## config.mk

```make
export PLATFORM = sky130hd
export DESIGN_NAME = sdf_formatter
export DESIGN_NICKNAME = d
export VERILOG_FILES = /design/src/rtl/sdf_pkg.sv /design/src/rtl/sdf_formatter.sv
export SDC_FILE = /design/constraint.sdc
export NUM_CORES = 1
export LEC_CHECK = 0
export BUFFER_PORTS_ARGS = -buffer_cell sky130_fd_sc_hd__buf_4
export CAP_MARGIN = 20
export CORE_MARGIN = 2
export CORE_UTILIZATION = 39
export DETAILED_ROUTE_END_ITERATION = 6
export PLACE_DENSITY = 0.66
export SLEW_MARGIN = 10
export SYNTH_ARGS = -nofsm -noshare
export SYNTH_HDL_FRONTEND = slang
export SYNTH_SLANG_ARGS = --single-unit
```

## constraint.sdc

```tcl
create_clock -name aclk -period 7.2 [get_ports aclk]
set_input_delay 1.44 -clock aclk [delete_from_list [all_inputs] [get_ports aclk]]
set_output_delay 1.44 -clock aclk [all_outputs]
set_load 0.1 [all_outputs]
```

## src/rtl/sdf_pkg.sv

```systemverilog
// constants, types and register map of the sd audio packet formatter
package sdf_pkg;
  localparam logic [9:0]  ADF_W0       = 10'h000;
  localparam logic [9:0]  ADF_W1       = 10'h3FF;
  localparam logic [9:0]  DID_G1       = 10'h2FF;
  localparam logic [9:0]  DID_G2       = 10'h1FD;
  localparam logic [9:0]  DID_G3       = 10'h1FB;
  localparam logic [9:0]  DID_G4       = 10'h2F9;
  localparam logic [7:0]  DBN_FIRST    = 8'h01;
  localparam logic [7:0]  DBN_LAST     = 8'hFF;
  localparam logic [7:0]  Z_LAST       = 8'hBF;
  localparam logic [7:0]  UDW_MAX      = 8'hFF;
  localparam logic [4:0]  SPP_LO       = 5'h03;
  localparam logic [4:0]  SPP_HI       = 5'h04;
  localparam int          MEM_DEPTH    = 16;
  localparam logic [7:0]  CTRL_OFS     = 8'h00;
  localparam logic [7:0]  STAT_OFS     = 8'h04;
  localparam logic [7:0]  DBN_OFS      = 8'h08;
  localparam logic [7:0]  PCNT_OFS     = 8'h0C;
  localparam int          CTRL_EN_BIT  = 0;
  localparam int          CTRL_DBN_BIT = 1;
  localparam int          CTRL_QUAD_BIT = 2;
  localparam int          CTRL_GRP_LSB = 3;
  localparam int          CTRL_SPP_BIT = 5;
  localparam logic [31:0] CTRL_RST     = 32'h0000_0000;
  localparam logic [31:0] PCNT_RST     = 32'h0000_0000;
  localparam logic [1:0]  RESP_OKAY    = 2'h0;
  localparam logic [1:0]  RESP_SLVERR  = 2'h2;

  typedef struct packed {
    logic [7:0]  awaddr;
    logic        awvalid;
    logic [31:0] wdata;
    logic [3:0]  wstrb;
    logic        wvalid;
    logic        bready;
    logic [7:0]  araddr;
    logic        arvalid;
    logic        rready;
  } sdf_axil_req_t;

  typedef struct packed {
    logic        awready;
    logic        wready;
    logic [1:0]  bresp;
    logic        bvalid;
    logic        arready;
    logic [31:0] rdata;
    logic [1:0]  rresp;
    logic        rvalid;
  } sdf_axil_rsp_t;

  typedef struct packed {
    logic        valid;
    logic [19:0] sample;
    logic        c;
    logic        u;
    logic        v;
  } sdf_pcm_t;

  typedef struct packed {
    logic        z;
    logic [1:0]  ch;
    logic        c;
    logic        u;
    logic        v;
    logic [19:0] sample;
  } sdf_sub_t;

  typedef struct packed {
    logic        valid;
    logic [9:0]  word;
    logic        sop;
    logic        eop;
  } sdf_anc_t;

  typedef enum logic [3:0] {
    ST_IDLE, ST_ADF0, ST_ADF1, ST_ADF2, ST_DID, ST_DBN, ST_DC, ST_UDW, ST_CSUM
  } sdf_state_t;
endpackage : sdf_pkg

```

## src/rtl/sdf_formatter.sv

```systemverilog
// sd embedded audio packet formatter with axi4-lite control
//
// Summary of operation
// - every packet opens with 000h, 3FFh, 3FFh
// - one identifier word names the packet type
// - optional block counter increments per packet
// - count word precedes user data
// - checksum word follows user data
// - at most 255 user words per packet
// - 23 subframe bits packed into three words
// - audio word bit 9 inverts bit 8
// - block-start bit per channel every 192 frames
// - X+2 bit 8 is even parity
// - X holds block-start, channel, sample bits 0-5
// - X+1 holds sample bits 6-14
// - X+2 holds bits 15-19, V, U, C, parity
// - copy C/U/V, replace subframe parity
// - no packet after switching point line
// - no packet in checkword space
// - three or four samples per channel each
// - 20-bit 48 kHz locked samples
// - four groups of four channels
// - channels always sent in pairs
// - packets only in horizontal blanking space
//
// Chosen here: the register offsets and the AXI4-Lite register port.
`timescale 1ns/1ps
module sdf_formatter (
  input  wire logic                  aclk,
  input  wire logic                  aresetn,
  input  wire sdf_pkg::sdf_axil_req_t axil_req,
  output      sdf_pkg::sdf_axil_rsp_t axil_rsp,
  input  wire sdf_pkg::sdf_pcm_t     pcm_in,
  output      logic                  pcm_ready,
  input  wire logic                  hanc_open,
  input  wire logic                  switch_line,
  input  wire logic                  edh_space,
  output      sdf_pkg::sdf_anc_t     anc_out,
  input  wire logic                  anc_ready
);
  import sdf_pkg::*;

  function automatic logic [9:0] anc_byte(input logic [7:0] b);
    anc_byte = {~(^b), ^b, b};
  endfunction : anc_byte

  function automatic logic [9:0] sub_word(input sdf_sub_t s, input logic [1:0] ph);
    logic [8:0] x0;
    logic [8:0] x1;
    logic [7:0] x2lo;
    logic [8:0] w;
    x0   = {s.sample[5:0], s.ch[0], s.ch[1], s.z};
    x1   = s.sample[14:6];
    x2lo = {s.c, s.u, s.v, s.sample[19:15]};
    if (ph == 2'h0) begin
      w = x0;
    end else if (ph == 2'h1) begin
      w = x1;
    end else begin
      w = {^{x0, x1, x2lo}, x2lo};
    end
    sub_word = {~w[8], w};
  endfunction : sub_word

  function automatic logic [31:0] apply_strb(input logic [31:0] old, input logic [31:0] d,
                                             input logic [3:0] st);
    logic [31:0] r;
    r = old;
    for (int i = 0; i < 4; i++) begin
      if (st[i]) begin
        r[i*8 +: 8] = d[i*8 +: 8];
      end
    end
    apply_strb = r;
  endfunction : apply_strb

  sdf_state_t  state;
  sdf_state_t  next_state;
  sdf_sub_t    mem [MEM_DEPTH];
  logic [31:0] ctrl;
  logic [31:0] pkt_cnt;
  logic [7:0]  dbn;
  logic [7:0]  z_cnt [4];
  logic [4:0]  wr_ptr;
  logic [3:0]  rd_ptr;
  logic [1:0]  ph;
  logic [8:0]  sum;
  sdf_anc_t    out_q;
  logic [1:0]  out_ph;
  logic        bvalid;
  logic [1:0]  bresp;
  logic        rvalid;
  logic [1:0]  rresp;
  logic [31:0] rdata;

  // configuration decode
  wire         en       = ctrl[CTRL_EN_BIT];
  wire         dbn_en   = ctrl[CTRL_DBN_BIT];
  wire         quad     = ctrl[CTRL_QUAD_BIT];
  wire  [1:0]  grp      = ctrl[CTRL_GRP_LSB +: 2];
  wire  [4:0]  spp      = ctrl[CTRL_SPP_BIT] ? SPP_HI : SPP_LO;
  wire  [4:0]  n_sub    = quad ? (spp << 2) : (spp << 1);
  wire  [7:0]  n_udw    = 8'(n_sub) * 8'h03;
  wire  [9:0]  did      = (grp == 2'h0) ? DID_G1 : (grp == 2'h1) ? DID_G2 :
                          (grp == 2'h2) ? DID_G3 : DID_G4;
  wire  [1:0]  in_ch    = quad ? wr_ptr[1:0] : {1'b0, wr_ptr[0]};
  wire         full     = wr_ptr >= n_sub;
  wire         space_ok = hanc_open && !switch_line && !edh_space;
  wire         start    = (state == ST_IDLE) && en && full && space_ok;
  wire         ld       = (state != ST_IDLE) && (!out_q.valid || anc_ready);
  wire         fire     = out_q.valid && anc_ready;
  wire         last_udw = (5'(rd_ptr) == n_sub - 5'h01) && (ph == 2'h2);
  wire         pcm_go   = pcm_in.valid && pcm_ready;

  assign pcm_ready = en && (state == ST_IDLE) && !full;
  assign anc_out   = out_q;

  always_comb begin
    next_state = state;
    unique case (state)
      ST_IDLE: if (start) next_state = ST_ADF0;
      ST_ADF0: if (ld) next_state = ST_ADF1;
      ST_ADF1: if (ld) next_state = ST_ADF2;
      ST_ADF2: if (ld) next_state = ST_DID;
      ST_DID:  if (ld) next_state = dbn_en ? ST_DBN : ST_DC;
      ST_DBN:  if (ld) next_state = ST_DC;
      ST_DC:   if (ld) next_state = ST_UDW;
      ST_UDW:  if (ld && last_udw) next_state = ST_CSUM;
      ST_CSUM: if (ld) next_state = ST_IDLE;
    endcase
  end

  logic [9:0] cur_word;
  always_comb begin
    cur_word = ADF_W0;
    unique case (state)
      ST_IDLE: cur_word = ADF_W0;
      ST_ADF0: cur_word = ADF_W0;
      ST_ADF1: cur_word = ADF_W1;
      ST_ADF2: cur_word = ADF_W1;
      ST_DID:  cur_word = did;
      ST_DBN:  cur_word = anc_byte(dbn);
      ST_DC:   cur_word = anc_byte(n_udw);
      ST_UDW:  cur_word = sub_word(mem[rd_ptr], ph);
      ST_CSUM: cur_word = {~sum[8], sum};
    endcase
  end

  always_ff @(posedge aclk) begin
    if (!aresetn) begin
      state <= ST_IDLE;
    end else begin
      state <= next_state;
    end
  end

  // output word register
  always_ff @(posedge aclk) begin
    if (!aresetn) begin
      out_q  <= '0;
      out_ph <= 2'h3;
    end else if (ld) begin
      out_q  <= '{valid: 1'b1, word: cur_word, sop: state == ST_ADF0, eop: state == ST_CSUM};
      out_ph <= (state == ST_UDW) ? ph : 2'h3;
    end else if (fire) begin
      out_q.valid <= 1'b0;
    end
  end

  always_ff @(posedge aclk) begin
    if (!aresetn || (ld && state == ST_ADF0)) begin
      sum <= '0;
    end else if (ld && state inside {ST_DID, ST_DBN, ST_DC, ST_UDW}) begin
      sum <= sum + cur_word[8:0];
    end
  end

  always_ff @(posedge aclk) begin
    if (!aresetn || start) begin
      rd_ptr <= '0;
      ph     <= '0;
    end else if (ld && state == ST_UDW) begin
      ph     <= (ph == 2'h2) ? 2'h0 : ph + 2'h1;
      rd_ptr <= (ph == 2'h2) ? rd_ptr + 4'h1 : rd_ptr;
    end
  end

  always_ff @(posedge aclk) begin
    if (!aresetn) begin
      dbn     <= DBN_FIRST;
      pkt_cnt <= PCNT_RST;
    end else if (ld && state == ST_CSUM) begin
      pkt_cnt <= pkt_cnt + 32'h1;
      if (dbn_en) begin
        dbn <= (dbn == DBN_LAST) ? DBN_FIRST : dbn + 8'h01;
      end
    end
  end

  always_ff @(posedge aclk) begin
    if (pcm_go) begin
      mem[wr_ptr[3:0]] <= '{z: z_cnt[in_ch] == 8'h00, ch: in_ch, c: pcm_in.c,
                            u: pcm_in.u, v: pcm_in.v, sample: pcm_in.sample};
    end
  end

  always_ff @(posedge aclk) begin
    if (!aresetn || !en || (ld && state == ST_CSUM)) begin
      wr_ptr <= '0;
    end else if (pcm_go) begin
      wr_ptr <= wr_ptr + 5'h01;
    end
  end

  always_ff @(posedge aclk) begin
    if (!aresetn) begin
      z_cnt <= '{default: 8'h00};
    end else if (pcm_go) begin
      z_cnt[in_ch] <= (z_cnt[in_ch] == Z_LAST) ? 8'h00 : z_cnt[in_ch] + 8'h01;
    end
  end

  // axi4-lite slave
  wire        wr_go    = axil_req.awvalid && axil_req.wvalid && !bvalid;
  wire        rd_go    = axil_req.arvalid && !rvalid;
  wire        wr_ctrl  = axil_req.awaddr == CTRL_OFS;
  wire        wr_map   = wr_ctrl || axil_req.awaddr inside {STAT_OFS, DBN_OFS, PCNT_OFS};
  wire [31:0] status   = {26'h0, (state != ST_IDLE), wr_ptr};
  wire        rd_map   = axil_req.araddr inside {CTRL_OFS, STAT_OFS, DBN_OFS, PCNT_OFS};
  wire [31:0] rd_mux   = (axil_req.araddr == CTRL_OFS) ? ctrl :
                         (axil_req.araddr == STAT_OFS) ? status :
                         (axil_req.araddr == DBN_OFS)  ? {24'h0, dbn} :
                         (axil_req.araddr == PCNT_OFS) ? pkt_cnt : 32'h0;

  assign axil_rsp = '{awready: wr_go, wready: wr_go, bresp: bresp, bvalid: bvalid,
                      arready: !rvalid, rdata: rdata, rresp: rresp, rvalid: rvalid};

  always_ff @(posedge aclk) begin
    if (!aresetn) begin
      ctrl   <= CTRL_RST;
      bvalid <= 1'b0;
      bresp  <= RESP_OKAY;
    end else if (wr_go) begin
      bvalid <= 1'b1;
      bresp  <= wr_map ? RESP_OKAY : RESP_SLVERR;
      if (wr_ctrl) begin
        ctrl <= apply_strb(ctrl, axil_req.wdata, axil_req.wstrb);
      end
    end else if (axil_req.bready) begin
      bvalid <= 1'b0;
    end
  end

  always_ff @(posedge aclk) begin
    if (!aresetn) begin
      rvalid <= 1'b0;
      rresp  <= RESP_OKAY;
      rdata  <= 32'h0;
    end else if (rd_go) begin
      rvalid <= 1'b1;
      rresp  <= rd_map ? RESP_OKAY : RESP_SLVERR;
      rdata  <= rd_mux;
    end else if (axil_req.rready) begin
      rvalid <= 1'b0;
    end
  end

  logic [7:0] h_idx;
  logic [8:0] h_sum;
  logic [8:0] h_x0;
  logic [8:0] h_x1;
  logic [7:0] h_udw;
  always_ff @(posedge aclk) begin
    if (!aresetn) begin
      h_idx <= '0;
      h_sum <= '0;
      h_x0  <= '0;
      h_x1  <= '0;
      h_udw <= '0;
    end else if (fire) begin
      h_idx <= out_q.eop ? 8'h00 : h_idx + 8'h01;
      h_sum <= (out_q.eop || h_idx < 8'h03) ? 9'h000 : h_sum + out_q.word[8:0];
      h_udw <= out_q.eop ? 8'h00 : (out_ph != 2'h3) ? h_udw + 8'h01 : h_udw;
      if (out_ph == 2'h0) h_x0 <= out_q.word[8:0];
      if (out_ph == 2'h1) h_x1 <= out_q.word[8:0];
    end
  end
endmodule : sdf_formatter

```

==> impl_metrics.csv <==
group,metric,value,unit
outcome,status,"complete, no violations",
synthesis,ys_ff_latch,597,
timing,worst_slack,2260,ps
placement,pre_cts_slack,2290,ps
global_routing,grt_pass1_wl,89.6,mm
synthesis,syn-cell-area,24800,sq um
floorplanning,row_count,92,
detailed_routing,via_count,14831,
final_layout,area_growth_syn_to_layout,16.8,%
power_and_ir_drop,power,0.00754,W
timing,finalSetupViolations,0,
synthesis,synth.top_cell.area_share,0.503,
synthesis,yosysSeqAreaShare,0.649,
critical_path,critical_path.endpoint_type,"flip-flop",
timing,period_minus_slack,4940,ps
worst_hold_path,hp-class,"flip-flop to flip-flop",
detailed_routing,drc,0,
global_routing,grt_max_degree,84,
synthesis,ys.flop_type,"edfxtp_1",
global_routing,antenna_found_initial,3,
final_layout,drive_gt1_frac,0.218,
clocking,cts_tree,"built",
synthesis,synth_edf_count,416,
power_and_ir_drop,cellLeakagePower,9.92,nW
clocking,clk_latency,600,ps
clocking,clock_sinks,597,
synthesis,async_reset_ff_frac,0,
synthesis,synth_top_cell_by_area,"edfxtp_1",
critical_path,required,7700,ps
detailed_routing,post_drt_wl_per_cell,21.3,um
power_and_ir_drop,power_density,260,nW/um^2
timing,finalHoldViolations,0,
floorplanning,start_util,0.394,
final_layout,finish.net_count,1972,
clocking,cts-resized-gates,0,
run,maxCapViolCount,0,
clocking,cts_made_buffers,66,
critical_path,rr_worst_depth,19,
clocking,cts-hold-fix-buffers,0,
detailed_routing,routed_via_density,5.41,
timing,rsz0062_at_grt,"no",
timing,clock_skew,30.0,ps
critical_path,cp-start-kind,"flip-flop",
clocking,cts_htree_levels,3,
critical_path,path_max_fanout,28,
final_layout,utilization,0.460,
synthesis,syn_avg_cell_area,14.6,sq um
timing,achievable-frequency,202,MHz
synthesis,synth_cell_types,59,
placement,gp_congestion,0.818,
detailed_routing,drt_wl_total,58.5,mm
power_and_ir_drop,ir_drop,0.200,mV
timing,tns,0,ps
floorplanning,die_area,65700,sq um
placement,post-dp-hpwl,35.1,mm
floorplanning,die_x,256,um
global_routing,track_usage,0.177,
placement,place_area,26800,sq um
timing,min_period_over_period,0.686,
floorplanning,core,63000,sq um
detailed_routing,drt_iter0_markers,1377,
timing,report.final.slew_viol_count,0,
timing,maxSlewHeadroom,0.287,
worst_hold_path,hold_depth,2,
clocking,clk_path_buf_depth,3,
floorplanning,io_pins,142,
clocking,cts_setup_buffers,0,
critical_path,critPathKind,"flip-flop to flip-flop",
floorplanning,die_h,256,um
clocking,clk_pin_slew,60,ps
detailed_routing,postRouteAntennaNets,0,
timing,tightest_slew,1070,ps
critical_path,worstPathArrival,5440,ps
global_routing,grt_pass1_vias,15063,
placement,port_buffers,139,
final_layout,finalInstanceArea,29000,sq um
synthesis,synth.area.top_cells,"edfxtp_1 (50%), dfxtp_1 (15%), mux4_2 (10%), mux2i_1 (3.4%), nor2_1 (3.2%)",
synthesis,syn_inst,1701,
global_routing,grt_overflow,0,
detailed_routing,first_pass_iters,7,
clocking,clockRootBuffer,"clkbuf_16",
synthesis,ys_warn_count,0,
[per-layer routing]
metal,share of wire,global-route usage
met1,0.42,0.231
met2,0.49,0.292
met3,0.058,0.0359
met4,0.031,0.0671
met5,0.00075,0
[logic make-up after synthesis]
logic type / count (synthesis) / share of synthesized area
DFF: 597 / 0.649
xor gates and xnor gates: 78 / 0.0303
buffers and inverters: 126 / 0.0245
adders and majority gates: 34 / 0.0174
other: 1 / 0.000151
AOI/OAI and AO/OA: 205 / 0.0556
and+or+nand+nor: 456 / 0.0813
muxes: 204 / 0.142
[critical path, stage by stage, from the launching register on]
cell      delay [ps]
dfxtp_2          870
buf_4            380
mux4_2           340
mux4_2           550
a21oi_1          180
nor2_1            50
a21oi_1          170
nor2_1            60
a221o_1          290
ha_1             320
nor2b_1          160
o21ai_0          150
nand2b_1         100
a21oi_1          170
o21bai_1         110
a21o_1           190
a21oi_1          170
xor2_1           100
or3_1            320
a21oi_1          150
[power breakdown]
part | leakage (nW) | total (W) | switching (W) | internal [W]
sequential | 5.24 | 0.00372 | 0.0000291 | 0.00369
clock | 1.03 | 0.00332 | 0.00135 | 0.00197
combinational | 3.65 | 0.000507 | 0.000376 | 0.000131
[sequential cells by signal (all words and copies together) (netlist names), named ones only]
name and count:
state 4, rd_ptr 4, z_cnt 32, anc_out 13, rresp 1, ctrl 32
ph 2, rdata 32, mem 416, wr_ptr 5, dbn 8, bvalid 1
rvalid 1, bresp 1, sum 9, pkt_cnt 32
[Yosys cell counts, types with 3 or more instances]
cell type  count
buf_12         3
a211oi_1      21
nor2b_1       14
a22oi_1       15
a221o_1        3
nor2_1       211
buf_6          6
buf_1          7
a21o_1         8
a311oi_1       4
and3_1         8
a31oi_1        3
nor3b_1        3
xnor3_1        4
buf_4          9
nand2b_1      12
inv_1         29
nor3_1        53
o21ai_0       39
ha_1          33
or3_1          4
nand3_1       25
xnor2_1       30
nand4_1       12
dfxtp_1      181
a21oi_1       55
o211ai_1       4
nand2_1       92
xor2_1        42
mux2i_1       85
edfxtp_1     416
and4_1         6
a221oi_1      36
clkbuf_1      63
and2_1         8
nor4_1         6
buf_2          7
mux4_2       115
[metrics by stage]
step                      cells  hold slack (ps)
after global placement     2627              449
after CTS                  2740              464
after detailed placement   2627              457
final                      2743              460
after global routing       2742              503
after floorplan            1702              449
[placed cells by master, fill, tap and decap left out, types with 5 or more instances in the layout]
cell type,netlist,final
buf_4,9,175
nand4_1,12,12
edfxtp_1,416,416
xor2_1,42,42
clkbuf_1,63,12
nor2_4,0,12
a221oi_1,36,36
nor2b_1,14,13
clkinv_1,0,11
a21o_1,8,8
ha_1,33,33
bufinv_16,0,6
nand3_1,25,25
xnor2_1,30,30
and3_1,8,8
nand2b_1,12,12
mux2i_1,85,85
and4_1,6,6
and2_1,8,8
clkbuf_16,0,68
a211oi_1,21,21
mux4_2,115,115
nand2_1,92,92
nor2_1,211,199
a21oi_1,55,55
a22oi_1,15,15
nor3_1,53,48
clkinv_2,0,7
nor4_1,6,6
nor3_2,0,5
dfxtp_1,181,178
inv_1,29,29
o21ai_0,39,39
[layout make-up]
cell class / count / area [sq um]
antenna: 1 / 2.50
clock buffer: 82 / 1770
clock inverter: 31 / 352
fill: 5452 / 34000
inverter: 31 / 119
multi-input combinational: 979 / 8230
sequential: 597 / 16100
tap: 846 / 1060
timing repair buffer: 176 / 1330
[final timing paths]
| kind | startpoint | end | slack [ps] |
|---|---|---|---|
| min reg2reg | anc_out[10] | anc_out[10] | 460 |
| max reg2reg | flip-flop | sum[8] | 2260 |
| max | flip-flop | sum[8] | 2260 |
| min | anc_out[10] | anc_out[10] | 460 |
Note: power is estimated with default switching activity, not from simulation.
